===== src/afec_pkg.sv =====
// Package: register map, fields, resets and timing for the front end
package afec_pkg;

  // Register indexes; byte address is four times the index
  localparam logic [7:0] afec_idx_fmt      = 8'h0d;  // Format / cal one index
  localparam logic [7:0] afec_idx_gcal23   = 8'h33;  // Cal two/three index
  localparam logic [7:0] afec_idx_gcal4    = 8'h34;  // Cal four index
  localparam logic [7:0] afec_idx_bw       = 8'hc0;  // Bandwidth index
  localparam logic [7:0] afec_idx_ref      = 8'hc1;  // Reference index
  localparam logic [7:0] afec_idx_span_lo  = 8'hc2;  // Span ch1-4 index
  localparam logic [7:0] afec_idx_span_hi  = 8'hc3;  // Span ch5-8 index
  localparam logic [7:0] afec_idx_cm       = 8'he0;  // Common-mode index
  localparam logic [7:0] afec_idx_status   = 8'he1;  // Status index

  // Field positions
  localparam int afec_bit_fmt      = 0;   // Output format in fmt register
  localparam int afec_bit_gcal1    = 1;   // Cal one in fmt register
  localparam int afec_bit_gcal2    = 0;   // Cal two
  localparam int afec_bit_gcal3    = 1;   // Cal three
  localparam int afec_bit_gcal4    = 0;   // Cal four
  localparam int afec_bit_vref_pd  = 0;   // Reference power-down
  localparam int afec_bit_wide_cm  = 0;   // Wide common-mode enable
  localparam int afec_bit_cm_ctrl  = 1;   // Common-mode control enable
  localparam int afec_bit_cma_en   = 2;   // Converter A cm enable
  localparam int afec_bit_cma_sp   = 3;   // Converter A cm span [4:3]
  localparam int afec_bit_cmb_en   = 5;   // Converter B cm enable
  localparam int afec_bit_cmb_sp   = 6;   // Converter B cm span [7:6]
  localparam int afec_span_w       = 3;   // Span code width
  localparam int afec_span_stride  = 4;   // Span field spacing

  // Span codes
  localparam logic [2:0] afec_span_5v0  = 3'h0;
  localparam logic [2:0] afec_span_3v5  = 3'h1;
  localparam logic [2:0] afec_span_2v5  = 3'h2;
  localparam logic [2:0] afec_span_7v0  = 3'h3;
  localparam logic [2:0] afec_span_10v  = 3'h4;
  localparam logic [2:0] afec_span_12v  = 3'h5;

  // Common-mode span codes
  localparam logic [1:0] afec_cm_half   = 2'h0;
  localparam logic [1:0] afec_cm_12v    = 2'h1;
  localparam logic [1:0] afec_cm_6v     = 2'h2;

  // Reset values
  localparam logic [7:0] afec_bw_rst    = 8'h00;
  localparam logic [2:0] afec_span_rst  = afec_span_5v0;
  localparam logic [7:0] afec_cm_rst    = 8'h02;  // Control enable set

  // Conversion code
  localparam int afec_code_w = 18;

  // Sampling clock start-up delay
  localparam int          afec_clk_mhz        = 50;
  localparam int          afec_startup_us     = 25000;  // 25 ms
  localparam int unsigned afec_startup_cycles = afec_startup_us * afec_clk_mhz;
  localparam int unsigned afec_stop_cycles    = 64;     // Missing-edge limit

  // AXI responses
  localparam logic [1:0] afec_resp_okay   = 2'h0;
  localparam logic [1:0] afec_resp_slverr = 2'h2;

  // Clock monitor states
  typedef enum logic [1:0]
  {
    afec_mon_stopped = 2'b00,
    afec_mon_warming = 2'b01,
    afec_mon_valid   = 2'b10
  } afec_mon_t;

endpackage


===== src/afec_code_fmt.sv =====
// Output code formatter: straight binary or two's complement
`timescale 1ns/1ps
`default_nettype none
module afec_code_fmt #(
  parameter int W = 18
) (
  input  wire logic         aclk,       // System clock
  input  wire logic         aresetn,    // Synchronous reset, active low
  input  wire logic         twos_comp,  // Select two's complement
  input  wire logic         in_valid,   // Raw code strobe
  input  wire logic [W-1:0] in_code,    // Straight-binary raw code
  output      logic         out_valid,  // Formatted code strobe
  output      logic [W-1:0] out_code    // Formatted code
);

  // Registered format; midscale maps to zero when inverting the MSB
  always_ff @(posedge aclk)
  begin
    if (!aresetn)
    begin
      out_valid <= 1'b0;
      out_code  <= '0;
    end
    else
    begin
      out_valid <= in_valid;
      out_code  <= twos_comp ? {~in_code[W-1], in_code[W-2:0]} // RQ15
                             : in_code;                        // RQ10
    end
  end

endmodule
`default_nettype wire


===== src/afec_top.sv =====
// Front-end configuration registers, clock monitor and output formatting
//
// Summary of operation
// (RQ1) Eight independent channel span fields, two registers
// (RQ2) Span codes 5,4,3,0,1,2 select 12..2.5 V
// (RQ3) Eight-bit bandwidth select, one bit per channel
// (RQ4) Converter A channels 1-4, B channels 5-8
// (RQ5) Reset: wide common-mode enable cleared
// (RQ6) Common-mode enable and span select rejection
// (RQ7) Host picks single-ended common-mode settings
// (RQ8) Calibration on only with all four enables
// (RQ9) Uncalibrated spans grow by factor 1.024
// (RQ10) Straight binary or two's complement, all channels
// (RQ11) Code step is span over two^18
// (RQ12) Host keeps sampling clock free-running
// (RQ13) Outputs invalid while sampling clock stopped
// (RQ14) Reference on after reset; one powers down
// (RQ15) Two's complement inverts the code MSB
// (RQ16) Fields reset to defaults, drive controls
`timescale 1ns/1ps
`default_nettype none
module afec_top #(
  parameter int unsigned STARTUP_CYCLES = afec_pkg::afec_startup_cycles,
  parameter int unsigned STOP_CYCLES    = afec_pkg::afec_stop_cycles,
  parameter int          CODE_W         = afec_pkg::afec_code_w,
  parameter int          NCH            = 8
) (
  input  wire logic              aclk,            // System clock 50 MHz
  input  wire logic              aresetn,         // Sync reset, active low
  // AXI4-Lite slave
  input  wire logic [11:0]       s_axi_awaddr,    // Write address
  input  wire logic              s_axi_awvalid,   // Write address valid
  output      logic              s_axi_awready,   // Write address ready
  input  wire logic [31:0]       s_axi_wdata,     // Write data
  input  wire logic [3:0]        s_axi_wstrb,     // Write strobes
  input  wire logic              s_axi_wvalid,    // Write data valid
  output      logic              s_axi_wready,    // Write data ready
  output      logic [1:0]        s_axi_bresp,     // Write response
  output      logic              s_axi_bvalid,    // Write response valid
  input  wire logic              s_axi_bready,    // Write response ready
  input  wire logic [11:0]       s_axi_araddr,    // Read address
  input  wire logic              s_axi_arvalid,   // Read address valid
  output      logic              s_axi_arready,   // Read address ready
  output      logic [31:0]       s_axi_rdata,     // Read data
  output      logic [1:0]        s_axi_rresp,     // Read response
  output      logic              s_axi_rvalid,    // Read data valid
  input  wire logic              s_axi_rready,    // Read data ready
  // Front-end controls
  output      logic [3*NCH-1:0]  channel_span_code,        // Per-channel span
  output      logic [NCH-1:0]    channel_bandwidth_select, // 1 = wide band
  output      logic              wide_common_mode_enable,  // Wide CM
  output      logic              common_mode_control_enable, // CM control
  output      logic              conv_a_common_mode_enable,  // Conv A CM on
  output      logic [1:0]        conv_a_common_mode_span,    // Conv A CM span
  output      logic              conv_b_common_mode_enable,  // Conv B CM on
  output      logic [1:0]        conv_b_common_mode_span,    // Conv B CM span
  output      logic              gain_cal_active,  // All four enables set
  output      logic              internal_vref_powerdown,    // Ref off
  // Sampling clock and conversion data
  input  wire logic              sample_clock_pos, // Sampling clock pin
  input  wire logic              conv_a_valid,     // Converter A raw strobe
  input  wire logic [CODE_W-1:0] conv_a_code,      // Converter A raw code
  input  wire logic              conv_b_valid,     // Converter B raw strobe
  input  wire logic [CODE_W-1:0] conv_b_code,      // Converter B raw code
  input  wire logic [1:0]        conv_a_channel,   // Converter A mux slot
  input  wire logic [1:0]        conv_b_channel,   // Converter B mux slot
  output      logic              data_out_valid,   // Output stream valid
  output      logic              out_a_valid,      // Formatted A strobe
  output      logic [CODE_W-1:0] out_a_code,       // Formatted A code
  output      logic [2:0]        out_a_channel,    // Channel 0..3 (1-4)
  output      logic              out_b_valid,      // Formatted B strobe
  output      logic [CODE_W-1:0] out_b_code,       // Formatted B code
  output      logic [2:0]        out_b_channel     // Channel 4..7 (5-8)
);

  ////////////////////////////////////////////////////////////////////////////
  // Register state

  logic [2:0]  span_q [NCH];
  logic [7:0]  bw_q;
  logic [7:0]  cm_q;
  logic        fmt_q;
  logic [3:0]  gcal_q;
  logic        vref_pd_q;
  afec_pkg::afec_mon_t mon_state;

  // Byte address of a printed offset (offsets not all aligned)
  function automatic logic [11:0] byte_addr(input logic [7:0] idx);
    byte_addr = {2'b00, idx, 2'b00};
  endfunction

  ////////////////////////////////////////////////////////////////////////////
  // AXI write channel

  logic        aw_held;
  logic        w_held;
  logic [11:0] aw_addr;
  logic [31:0] w_data;
  logic [3:0]  w_strb;
  logic        do_write;
  logic        wr_hit;

  assign do_write = aw_held && w_held && !s_axi_bvalid;

  // Capture address and data in either order
  always_ff @(posedge aclk)
  begin
    if (!aresetn)
    begin
      aw_held       <= 1'b0;
      w_held        <= 1'b0;
      aw_addr       <= '0;
      w_data        <= '0;
      w_strb        <= '0;
      s_axi_awready <= 1'b0;
      s_axi_wready  <= 1'b0;
    end
    else
    begin
      s_axi_awready <= !aw_held && !(s_axi_awvalid && s_axi_awready);
      s_axi_wready  <= !w_held && !(s_axi_wvalid && s_axi_wready);
      if (s_axi_awvalid && s_axi_awready)
      begin
        aw_held <= 1'b1;
        aw_addr <= s_axi_awaddr;
      end
      else if (do_write)
        aw_held <= 1'b0;
      if (s_axi_wvalid && s_axi_wready)
      begin
        w_held <= 1'b1;
        w_data <= s_axi_wdata;
        w_strb <= s_axi_wstrb;
      end
      else if (do_write)
        w_held <= 1'b0;
    end
  end

  // Write address decode
  always_comb
  begin
    wr_hit = 1'b1;
    if (aw_addr == byte_addr(afec_pkg::afec_idx_fmt))
      wr_hit = 1'b1;
    else if (aw_addr == byte_addr(afec_pkg::afec_idx_gcal23))
      wr_hit = 1'b1;
    else if (aw_addr == byte_addr(afec_pkg::afec_idx_gcal4))
      wr_hit = 1'b1;
    else if (aw_addr == byte_addr(afec_pkg::afec_idx_bw))
      wr_hit = 1'b1;
    else if (aw_addr == byte_addr(afec_pkg::afec_idx_ref))
      wr_hit = 1'b1;
    else if (aw_addr == byte_addr(afec_pkg::afec_idx_span_lo))
      wr_hit = 1'b1;
    else if (aw_addr == byte_addr(afec_pkg::afec_idx_span_hi))
      wr_hit = 1'b1;
    else if (aw_addr == byte_addr(afec_pkg::afec_idx_cm))
      wr_hit = 1'b1;
    else
      wr_hit = 1'b0;
  end

  // Write response
  always_ff @(posedge aclk)
  begin
    if (!aresetn)
    begin
      s_axi_bvalid <= 1'b0;
      s_axi_bresp  <= afec_pkg::afec_resp_okay;
    end
    else if (do_write)
    begin
      s_axi_bvalid <= 1'b1;
      s_axi_bresp  <= wr_hit ? afec_pkg::afec_resp_okay
                             : afec_pkg::afec_resp_slverr;
    end
    else if (s_axi_bready)
      s_axi_bvalid <= 1'b0;
  end

  ////////////////////////////////////////////////////////////////////////////
  // Configuration registers, reset to defaults

  logic wr_b0;
  assign wr_b0 = do_write && w_strb[0];

  // Scalar settings
  always_ff @(posedge aclk)
  begin
    if (!aresetn)
    begin
      bw_q      <= afec_pkg::afec_bw_rst; // RQ16
      cm_q      <= afec_pkg::afec_cm_rst; // RQ5
      fmt_q     <= 1'b0;
      gcal_q    <= 4'h0;
      vref_pd_q <= 1'b0; // RQ14
    end
    else if (wr_b0)
    begin
      if (aw_addr == byte_addr(afec_pkg::afec_idx_bw))
        bw_q <= w_data[7:0]; // RQ3
      else if (aw_addr == byte_addr(afec_pkg::afec_idx_cm))
        cm_q <= w_data[7:0]; // RQ6
      else if (aw_addr == byte_addr(afec_pkg::afec_idx_ref))
        vref_pd_q <= w_data[afec_pkg::afec_bit_vref_pd]; // RQ14
      else if (aw_addr == byte_addr(afec_pkg::afec_idx_fmt))
      begin
        fmt_q     <= w_data[afec_pkg::afec_bit_fmt]; // RQ10
        gcal_q[0] <= w_data[afec_pkg::afec_bit_gcal1]; // RQ8
      end
      else if (aw_addr == byte_addr(afec_pkg::afec_idx_gcal23))
      begin
        gcal_q[1] <= w_data[afec_pkg::afec_bit_gcal2]; // RQ8
        gcal_q[2] <= w_data[afec_pkg::afec_bit_gcal3];
      end
      else if (aw_addr == byte_addr(afec_pkg::afec_idx_gcal4))
        gcal_q[3] <= w_data[afec_pkg::afec_bit_gcal4]; // RQ8
    end
  end

  // Per-channel span fields, four per register, each field 4 bits apart
  genvar g;
  generate
    for (g = 0; g < NCH; g++)
    begin : g_span
      localparam logic [7:0] IDX = (g < 4) ? afec_pkg::afec_idx_span_lo
                                           : afec_pkg::afec_idx_span_hi;
      localparam int LSB = (g % 4) * afec_pkg::afec_span_stride;
      always_ff @(posedge aclk)
      begin
        if (!aresetn)
          span_q[g] <= afec_pkg::afec_span_rst; // RQ16
        else if (do_write && w_strb[LSB/8] && aw_addr == byte_addr(IDX))
          span_q[g] <= w_data[LSB +: afec_pkg::afec_span_w]; // RQ1
      end
    end
  endgenerate

  ////////////////////////////////////////////////////////////////////////////
  // Drive the front-end controls from stored fields

  integer k;
  always_ff @(posedge aclk)
  begin
    if (!aresetn)
    begin
      channel_span_code          <= '0;
      channel_bandwidth_select   <= '0;
      wide_common_mode_enable    <= 1'b0;
      common_mode_control_enable <= 1'b0;
      conv_a_common_mode_enable  <= 1'b0;
      conv_a_common_mode_span    <= '0;
      conv_b_common_mode_enable  <= 1'b0;
      conv_b_common_mode_span    <= '0;
      gain_cal_active            <= 1'b0;
      internal_vref_powerdown    <= 1'b0;
    end
    else
    begin
      for (k = 0; k < NCH; k++)
        channel_span_code[3*k +: 3] <= span_q[k]; // RQ2
      channel_bandwidth_select   <= bw_q[NCH-1:0]; // RQ3
      wide_common_mode_enable    <= cm_q[afec_pkg::afec_bit_wide_cm];
      common_mode_control_enable <= cm_q[afec_pkg::afec_bit_cm_ctrl];
      conv_a_common_mode_enable  <= cm_q[afec_pkg::afec_bit_cma_en];
      conv_a_common_mode_span    <= cm_q[afec_pkg::afec_bit_cma_sp +: 2];
      conv_b_common_mode_enable  <= cm_q[afec_pkg::afec_bit_cmb_en];
      conv_b_common_mode_span    <= cm_q[afec_pkg::afec_bit_cmb_sp +: 2];
      gain_cal_active            <= &gcal_q;  // RQ8 RQ9 RQ11
      internal_vref_powerdown    <= vref_pd_q; // RQ14
    end
  end

  ////////////////////////////////////////////////////////////////////////////
  // Sampling clock monitor

  logic        smp_s1;
  logic        smp_s2;
  logic        smp_s3;
  logic [31:0] mon_cnt;
  logic        smp_edge;
  logic [15:0] gap_cnt;

  // Two-flop synchroniser, third flop for edge detect
  always_ff @(posedge aclk)
  begin
    if (!aresetn)
    begin
      smp_s1 <= 1'b0;
      smp_s2 <= 1'b0;
      smp_s3 <= 1'b0;
    end
    else
    begin
      smp_s1 <= sample_clock_pos;
      smp_s2 <= smp_s1;
      smp_s3 <= smp_s2;
    end
  end

  assign smp_edge = smp_s2 && !smp_s3;

  // Stopped -> warming on edges, valid after start-up delay
  always_ff @(posedge aclk)
  begin
    if (!aresetn)
    begin
      mon_state <= afec_pkg::afec_mon_stopped;
      mon_cnt   <= '0;
    end
    else
    begin
      case (mon_state)
        afec_pkg::afec_mon_stopped:
        begin
          mon_cnt <= '0;
          if (smp_edge)
            mon_state <= afec_pkg::afec_mon_warming;
        end
        afec_pkg::afec_mon_warming:
        begin
          mon_cnt <= mon_cnt + 32'h1;
          if (gap_cnt >= STOP_CYCLES[15:0])
            mon_state <= afec_pkg::afec_mon_stopped;          // RQ13
          else if (mon_cnt >= STARTUP_CYCLES - 1)
            mon_state <= afec_pkg::afec_mon_valid;            // RQ13
        end
        afec_pkg::afec_mon_valid:
        begin
          if (gap_cnt >= STOP_CYCLES[15:0])
            mon_state <= afec_pkg::afec_mon_stopped;          // RQ13
        end
        default:
          mon_state <= afec_pkg::afec_mon_stopped;
      endcase
    end
  end

  // Cycles since last sampling clock edge
  always_ff @(posedge aclk)
  begin
    if (!aresetn || smp_edge)
      gap_cnt <= '0;
    else if (gap_cnt != 16'hffff)
      gap_cnt <= gap_cnt + 16'h1;
  end

  ////////////////////////////////////////////////////////////////////////////
  // Output code formatting, gated by clock validity

  logic valid_now;

  assign valid_now = (mon_state == afec_pkg::afec_mon_valid);

  afec_code_fmt #(.W(CODE_W)) u_fmt_a (
    .aclk      (aclk),
    .aresetn   (aresetn),
    .twos_comp (fmt_q),
    .in_valid  (conv_a_valid && valid_now),
    .in_code   (conv_a_code),
    .out_valid (out_a_valid),
    .out_code  (out_a_code)
  );

  afec_code_fmt #(.W(CODE_W)) u_fmt_b (
    .aclk      (aclk),
    .aresetn   (aresetn),
    .twos_comp (fmt_q),
    .in_valid  (conv_b_valid && valid_now),
    .in_code   (conv_b_code),
    .out_valid (out_b_valid),
    .out_code  (out_b_code)
  );

  // Channel tags: A covers channels 1-4, B covers 5-8
  always_ff @(posedge aclk)
  begin
    if (!aresetn)
    begin
      out_a_channel  <= '0;
      out_b_channel  <= '0;
      data_out_valid <= 1'b0;
    end
    else
    begin
      out_a_channel  <= {1'b0, conv_a_channel}; // RQ4
      out_b_channel  <= {1'b1, conv_b_channel}; // RQ4
      data_out_valid <= valid_now; // RQ13
    end
  end

  ////////////////////////////////////////////////////////////////////////////
  // AXI read channel

  logic [31:0] rd_word;
  logic        rd_hit;

  // Read address decode
  always_comb
  begin
    rd_word = 32'h0;
    rd_hit  = 1'b1;
    if (s_axi_araddr == byte_addr(afec_pkg::afec_idx_fmt))
      rd_word = {30'h0, gcal_q[0], fmt_q};
    else if (s_axi_araddr == byte_addr(afec_pkg::afec_idx_gcal23))
      rd_word = {30'h0, gcal_q[2], gcal_q[1]};
    else if (s_axi_araddr == byte_addr(afec_pkg::afec_idx_gcal4))
      rd_word = {31'h0, gcal_q[3]};
    else if (s_axi_araddr == byte_addr(afec_pkg::afec_idx_bw))
      rd_word = {24'h0, bw_q};
    else if (s_axi_araddr == byte_addr(afec_pkg::afec_idx_ref))
      rd_word = {31'h0, vref_pd_q};
    else if (s_axi_araddr == byte_addr(afec_pkg::afec_idx_span_lo))
      rd_word = {16'h0, 1'b0, span_q[3], 1'b0, span_q[2],
                 1'b0, span_q[1], 1'b0, span_q[0]};
    else if (s_axi_araddr == byte_addr(afec_pkg::afec_idx_span_hi))
      rd_word = {16'h0, 1'b0, span_q[7], 1'b0, span_q[6],
                 1'b0, span_q[5], 1'b0, span_q[4]};
    else if (s_axi_araddr == byte_addr(afec_pkg::afec_idx_cm))
      rd_word = {24'h0, cm_q};
    else if (s_axi_araddr == byte_addr(afec_pkg::afec_idx_status))
      rd_word = {28'h0, &gcal_q, mon_state == afec_pkg::afec_mon_warming,
                 valid_now, smp_s2};
    else
      rd_hit = 1'b0;
  end

  // Read response register
  always_ff @(posedge aclk)
  begin
    if (!aresetn)
    begin
      s_axi_arready <= 1'b0;
      s_axi_rvalid  <= 1'b0;
      s_axi_rdata   <= '0;
      s_axi_rresp   <= afec_pkg::afec_resp_okay;
    end
    else
    begin
      s_axi_arready <= !s_axi_rvalid && !(s_axi_arvalid && s_axi_arready);
      if (s_axi_arvalid && s_axi_arready)
      begin
        s_axi_rvalid <= 1'b1;
        s_axi_rdata  <= rd_word;
        s_axi_rresp  <= rd_hit ? afec_pkg::afec_resp_okay
                               : afec_pkg::afec_resp_slverr;
      end
      else if (s_axi_rready)
        s_axi_rvalid <= 1'b0;
    end
  end

endmodule
`default_nettype wire


===== config.mk =====
export PLATFORM = sky130hd
export DESIGN_NAME = afec_top
export DESIGN_NICKNAME = d
export VERILOG_FILES = /design/src/afec_pkg.sv /design/src/afec_code_fmt.sv /design/src/afec_top.sv
export SDC_FILE = /design/constraint.sdc
export NUM_CORES = 1
export LEC_CHECK = 0
export CAP_MARGIN = 30
export CORE_MARGIN = 1
export CORE_UTILIZATION = 45
export DETAILED_ROUTE_END_ITERATION = 8
export DONT_BUFFER_PORTS = 1
export SLEW_MARGIN = 30
export SYNTH_ARGS = -nofsm -noshare
export SYNTH_HDL_FRONTEND = slang
export SYNTH_SLANG_ARGS = --single-unit

===== constraint.sdc =====
create_clock -name aclk -period 2.08 [get_ports aclk]
set_clock_uncertainty 0.1 [all_clocks]
set_input_delay 0.104 -clock aclk [delete_from_list [all_inputs] [get_ports aclk]]
set_output_delay 0.104 -clock aclk [all_outputs]
set_load 0.1 [all_outputs]

==> impl_summary.md, run 1 <==
Status
The flow ran to the end, and the final reports show no timing, DRC or antenna violations.

Placed design
The final HPWL from detailed placement is about 15000 um. The final weighted congestion in routability-driven placement is slightly above 0.8. The count of input and output buffers is 0.

Die
The die is 145.5 um tall. The initial utilization of the core area, before any placement, comes to 0.4578. The standard-cell row count is 52.

The floorplan core area is just over 20000 um^2. The I/O pin count is 238. The die extent in x is 145.5 um.

The floorplan step defined a die boundary enclosing around 21000 um^2.

Synth
The sequential fraction of the synthesis area is 0.5360. The post-synthesis cell type count is between 60 and 70. The predominant post-synthesis flop cell is dfxtp_1.

After technology mapping, the gate count stands at 952. After synthesis, the largest family of logic cells by area is simple AND/OR/NAND/NOR gates. Of the total synthesized cell area, the portion taken by AND, OR, NAND and NOR gates is 0.2666. After synthesis, the share of flip-flops with an asynchronous set or reset is 0. A synthesized cell averages ~9.7 um^2. Of the total synthesized cell area, the portion taken by XOR and XNOR cells is 0.03309. Of the total synthesized cell area, the portion taken by full adders, half adders and majority gates is 0.004052. Counting flops with a built-in enable in the synthesized netlist gives 24.

The share of the synthesized area in compound gates (AO/OA/AOI/OAI) came to 0.09699. The register bit count reported by yosys is 236. The multiplexer share of the synthesized area is 0.01972.

The total number of yosys warnings is 0. The post-synthesis instance area is 9263 um^2.

Global route
The initial antenna violation count is 0. The first-pass GRT wire length is 38270 um. The via count of the first global-routing pass is 7249. The remaining global-route overflow is 0.

Entering global routing, the biggest net connects 82 pins. In the global route stage, overall resource usage came out at 0.2267.

Critical path
In this run the worst setup path terminates at s_axi_rresp[1]. The origin of the worst setup path is s_axi_araddr[7]. The required time reported for the critical path endpoint is between 2000 and 2500 ps. Of all nets on the critical path, the largest fanout is 10.

The worst setup path is of the in -> reg kind. The worst reg2reg path endpoint is s_axi_rdata[1]. Setup slack on the worst reg-to-reg path comes out at 130 ps. The number of cells on the worst reg-to-reg path is 7. The data arrival time of the worst path is between 2000 and 2500 ps. The startpoint identified for the worst register-to-register timing path is mon_state[1].

The kind of end point of the critical path is a flop. STA classifies the critical path startpoint as an input port.

Timing
The worst pin sits at a relative slew slack of 0.5532. The final-report max-slew violation count was 0. The maximum clock frequency is 508.4 MHz. Of the available clock period, the critical path in the final layout requires 0.9456. The final critical path time including I/O delays and setup is 1967 ps. At the pin with the least slew margin, the transition time is 670.2 ps. Setup repair after global routing left no endpoint under its margin. The number of failing hold endpoints at the final stage is 0. Setup violations remaining at the end of the flow were counted as 0. Setup total negative slack on the finished layout was measured at 0 ps.

Clock network
The maximum level of the CTS H-tree is 1. The root buffer cell chosen for the clock tree is clkbuf_16. The buffer levels on the longest clock path is 3.

The clock net in this run drives a total of 236 sinks. The clock latency at the later pin of the worst-skew pair is ~520 ps. TritonCTS built the clock tree. The number of setup buffers added after CTS is 0. The CTS buffer count is 25.

After clock tree synthesis, the clock-pin slew on the worst setup and hold paths is 60 ps.

Worst hold path
The path category of the worst min-delay check is in -> reg.

Routing
The number of vias per cell after detailed routing is 5.074. The number of DRC markers after the initial detailed-route iteration is between 300 and 400. The count of nets left with antenna violations after detail routing is 0. In the routed design, unresolved DRC markers number 0.

Summed over all layers, the routed wires come to 24320 um. The number of detailed-route iterations in the first pass is 5. The total vias in the final route is 7519. After detailed routing, the average wire length per cell comes to 16.41 um.

Pwr
Across the VDD grid, the largest voltage drop is 0.0005854 V. Dividing total power by cell area gives a power density of 848.1 nW/um^2. The total power consumption of the routed design is 10.62 mW. For this design the static power due to leakage is 4.816 nW.

Cells and area
The share of post-route cells with drive strength above 1 is 0.1667. The antenna diode instance count is 0. The relative area change from synthesis to final layout is 35.16%.

The number of nets in the finished design is roughly 1300.

Job
Max-cap violations in this run came to 0.
==> area by class of cell <==
type,instances,area [um^2]
sequential,236,4967
timing repair buffer,261,2317
clock inverter,8,101.3
inverter,16,60.06
tap,270,337.8
multi-input combinational,654,4004
clock buffer,37,732.0
fill,1677,7715
==> cells in the mapped netlist, drive strengths merged, types with 19 or more instances <==
cell	count	area share
nand3	23	0.012
nor3	22	0.012
dfxtp	212	0.46
edfxtp	24	0.078
and2	115	0.078
xnor2	27	0.026
nor2	63	0.026
nor4	19	0.017
clkbuf	40	0.016
nand2	110	0.045
buf	26	0.020
nor2b	21	0.014
o21ai	24	0.013
a21boi	41	0.033
==> layer usage <==
| layer | global-route usage | share of wire | vias up |
|---|---|---|---|
| met4 | 0.06579 | 0.022 | 0 |
| met5 | 0 | 0 | - |
| met2 | 0.3894 | 0.49 | 186 |
| li1 | - | - | 3736 |
| met3 | 0.03699 | 0.047 | 40 |
| met1 | 0.2935 | 0.44 | 3557 |
==> layout by cell type, fill, tap and decap left out, types with 16 or more instances in the layout <==
master	netlist	layout
a21boi_0	41	41
and2_1	115	115
buf_4	21	140
clkbuf_16	0	26
conb_1	1	21
dfxtp_1	212	210
dlygate4sd3_1	0	117
edfxtp_1	24	24
inv_1	16	16
mux2i_1	16	16
nand2_1	110	110
nand3_1	23	23
nor2_1	63	63
nor2b_1	21	21
nor3_1	22	21
o21ai_0	23	23
xnor2_1	27	27
==> worst min path at each step <==
stage	slack, ps	endpoint	start	cells past startpoint
global placement	40	out_b_channel[2]	aresetn	0
CTS	20	s_axi_rdata[0]	s_axi_araddr[2]	4
detailed placement	40	out_b_channel[2]	aresetn	0
finish	50	s_axi_rdata[8]	s_axi_araddr[2]	5
floorplan	30	out_b_channel[2]	aresetn	0
global route	50	s_axi_rdata[0]	s_axi_araddr[2]	4
==> flip-flops by register name (all words and copies together), names as in the netlist, 8 cells and up <==
signal	cells
cm_q	8
bw_q	8
u_fmt_a.out_code	18
channel_span_code	24
channel_bandwidth_select	8
mon_cnt	32
s_axi_rdata	14
span_q	24
u_fmt_b.out_code	18
aw_addr	12
w_data	14
gap_cnt	16
==> cells by family after synthesis <==
kind of cell,count (synthesis)
fa+ha+maj,3
other cells,1
xor+xnor,35
simple gates,452
buf+inv,82
flops,236
mux,18
compound gates,125
==> worst max-delay path, stage by stage <==
cell and delay [ps]:
dlygate4sd3_1 600, or4_4 660, o21ai_0 110, dlygate4sd3_1 560, nand2_1 50, a22o_1 180
==> power by group <==
group / switching (mW) / total, mW / internal (mW) / leakage [nW]
Clock: 1.77 / 4.46 / 2.69 / 0.411
Combinational: 0.985 / 1.36 / 0.371 / 2.43
Sequential: 0.0763 / 4.80 / 4.72 / 1.98
Total: 2.84 / 10.6 / 7.78 / 4.82
==> metrics by stage <==
stage                     utilization  setup WS (ps)  cells  cell area, um^2  hold slack, ps
final                          0.6187          113.1   1482            12520           46.84
after global routing           0.6187          10.54   1482            12520           48.81
after CTS                      0.6172          5.846   1482            12490           16.71
after detailed placement       0.5145          86.02   1317            10410           44.40
after global placement         0.5145          113.8   1317            10410           42.76
after floorplan                     -          28.89    972             9340           31.72
==> timing repair <==
item | 4_1_cts | 5_1_grt
resized for setup | 0 | 6
endpoints found under the setup margin | 0 | 54
hold buffers | 120 | 0
hold endpoints to repair | 242 | 0
No activity file was read; power rests on OpenSTA's default activity.
==> run 2: changes to the inputs <==
--- a/config.mk
+++ b/config.mk
@@ -10,6 +10,7 @@
 export CORE_UTILIZATION = 45
 export DETAILED_ROUTE_END_ITERATION = 8
 export DONT_BUFFER_PORTS = 1
+export RECOVER_POWER = 25
 export SLEW_MARGIN = 30
 export SYNTH_ARGS = -nofsm -noshare
 export SYNTH_HDL_FRONTEND = slang
==> run 2 against run 1 <==
  * Global-route usage is the same
  * Clock-buffer cell count is the same
  * Power is essentially flat
  * Setup slack gained 2.8 ps
  * Non-clock buffer count is the same
  * Worst hold slack lost 3.6 ps
  * Combinational power is essentially flat
  * Sequential share of layout area grew 0.11 points
  * Design area shrank 0.30%
  * Clock power is essentially flat
  * Core utilization shrank 0.19 points
  * First-iteration DRC count grew 1.4%
  * Largest cell class unchanged
==> impl_summary.md, run 2 (synthesized netlist as in run 1, its figures left out) <==
Timing
The worst hold slack is 43.23 ps (-3.604 ps). The transition time at the pin with the least slew margin was 774.3 ps (+104.1 ps). The maximum clock frequency is 509.1 MHz (+0.14%). The final-report max-slew violation count came to 0 (unchanged).

The worst slew margin relative to its limit was 0.4838 (-0.06941). The final critical-path share of the clock period is 0.9443 (-0.001369). Setup repair after global routing left no endpoint under its margin. The number of failing hold endpoints at the final stage is 0 (unchanged). The number of setup violations in the final report is 0 (unchanged).

The final critical path time including I/O delays and setup is 1964 ps (-2.848 ps). The final setup TNS was 0 ps (unchanged).

Die
The die extent in x is 145.5 um (unchanged). The I/O pin count is 238 (unchanged). The floorplan core area is 20230 um^2 (unchanged). The effective utilization at floorplan is 0.4578 (unchanged). The die span in y is 145.5 um (unchanged). The total die area is 21160 um^2 (unchanged). The standard-cell row count is 52 (unchanged).

Cells and area
The final cell area excluding filler cells is 12480 um^2 (-0.30%). Compared with the post-synthesis result, the final layout area differs by 34.76%. The post-layout utilization of the core is 0.6169 (-0.001855). The multi-input combinational cell area is 4004 um^2 (unchanged). The number of cells in the finished layout apart from fillers came to 1482 (unchanged). The largest registers in the layout are mon_cnt x32, channel_span_code x24, span_q x24. Leaving out fill and tap cells, the most frequent cell in the layout is dfxtp_1. The number of flip-flops under the largest register name came to 32 (unchanged). The register with the most flip-flops in the final layout is mon_cnt. The top cell types in the final layout, fill and taps aside, are 211 x dfxtp_1, 134 x buf_4, 117 x dlygate4sd3_1, 110 x nand2_1, 84 x and2_1.

The number of fill cells in the layout is 1687 (+0.60%). The combined flip-flop and latch cell area is 4966 um^2 (about the same). The antenna diode instance count is 0 (unchanged). The share of post-route cells with drive strength above 1 is 0.1650 (-0.001650). The number of nets in the finished design is 1307 (unchanged).

Routing
The total detailed-routing wirelength was 24310 um (about the same). The final routed wire length divided by cell count was 16.40 um (about the same). The count of nets left with antenna violations after detail routing was 0 (unchanged). The number of DRC markers after the initial detailed-route iteration is 354 (+1.4%).

The post-detailed-route DRC marker count is 0 (unchanged). The number of detailed-route iterations in the first pass is 6 (+1). The number of vias per cell after detailed routing is 5.065 (-0.16%). The total vias in the final route was 7507 (-0.16%).

Critical path
The kind of end point of the critical path is a flop. The maximum fanout along the worst path is 10 (unchanged). The setup slack of the most critical reg-to-reg path came to 140 ps (about the same).

The required time reported for the critical path endpoint is 2380 ps (about the same). The data arrival time of the worst path is 2270 ps (about the same). The stage delay of the slowest cell on the critical path is 660 ps (about the same). The slowest stage cell on the critical path is or4_4. The cell that appears most often on the critical path is dlygate4sd3_1. The kind of start point of the critical path is an input port. The setup path with the least slack is of type in -> reg.

Traced cell by cell, the critical path runs through dlygate4sd3_1 > or4_4 > o21ai_0 > dlygate4sd3_1 > nand2_1 > a22o_1.

Placed design
The count of input and output buffers is 0 (unchanged). The final HPWL from detailed placement is 15300 um (unchanged). The final weighted congestion in routability-driven placement is 0.8179 (unchanged). The placed cell count was 1317 (unchanged). The instance area after placement is 10410 um^2 (unchanged).

Clock network
The CTS buffer count was 25 (unchanged). The clock latency at the later pin of the worst-skew pair is 510 ps (about the same). The clock sink count came to 236 (unchanged).

The clock-pin slew on the worst setup and hold paths is 60 ps (about the same). TritonCTS built the clock tree. The maximum level of the CTS H-tree is 1 (unchanged). The number of buffers inserted to repair setup after CTS is 0 (unchanged).

The buffer levels on the longest clock path is 3 (unchanged). The cell at the root of the clock tree is clkbuf_16.

Pwr
The leakage dissipation came to 4.774 nW (-0.88%). The power density over cell area was 849.8 nW/um^2 (+0.20%). The worst-case vdd ir drop is 0.0005840 V (-0.23%).

Status
The flow ran to the end, and the final reports show no timing, DRC or antenna violations.

Worst hold path
The path category of the worst min-delay check is in -> reg.

Job
The max-cap violation count was 0 (unchanged).

Global route
The via count of the first global-routing pass came to 7249 (unchanged). The initial antenna violation count is 0 (unchanged). The first-pass GRT wire length is 38270 um (unchanged). The remaining global-route overflow is 0 (unchanged).

The largest net degree at the start of global routing is 82 (unchanged). The overall track demand over capacity in global routing is 0.2267 (unchanged).
## run 2: changes by cell type in the layout (fill, tap and decap cells not counted), sizes merged
| cell | before | now |
|---|---|---|
| buf | 144 | 137 |
| clkbuf | 37 | 44 |
## run 2: critical path: cells and delay by family
family          cells  cell delay (ps)
simple gates        2              710
compound gates      2              290
buf+inv             2             1150
## run 2: final timing paths
| kind | start | endpoint | cells after the start |
|---|---|---|---|
| hold reg to reg | s_axi_rvalid | s_axi_arready | 1 |
| setup reg to reg | mon_state[1] | s_axi_rdata[1] | 7 |
| setup / recovery | s_axi_araddr[7] | s_axi_rresp[1] | 6 |
| hold / removal | s_axi_araddr[2] | s_axi_rdata[13] | 5 |
## run 2: timing repair
action                                  in CTS  in global routing
hold buffers                               120                  0
gates resized for setup                      0                  6
hold endpoints to repair                   242                  0
endpoints found under the setup margin       0                 54
## run 2: final cells by class
| cell class | count | area share |
|---|---|---|
| clock buffers | 37 | 0.05864 |
| clock inverters | 8 | 0.008119 |
| inverters | 16 | 0.004812 |
| multi-input cells | 654 | 0.3208 |
| flip-flops and latches | 236 | 0.3979 |
| well taps | 270 | 0.02706 |
| repair buffers | 261 | 0.1827 |
## run 2: layer usage
layer  routed length [um]  share of wire  track usage
met5                    0              0            0
met3                 1187          0.049      0.03699
met4                  546          0.022      0.06579
met2                11950           0.49       0.3894
met1                10620           0.44       0.2935
## run 2: per-stage QoR
stage                     worst slack, ps  total power, mW
after CTS                           5.846            10.71
after global placement              113.8            5.999
after detailed placement            86.02            6.007
after global routing                17.09            10.99
after floorplan                     28.89            5.857
final                               115.9            10.61
## run 2: power breakdown
part	total, mW	switching (mW)	internal, mW	leakage (nW)
Clock	4.46	1.77	2.69	0.411
Combinational	1.35	0.984	0.362	2.39
Sequential	4.80	0.0765	4.72	1.98
Total	10.6	2.83	7.77	4.77
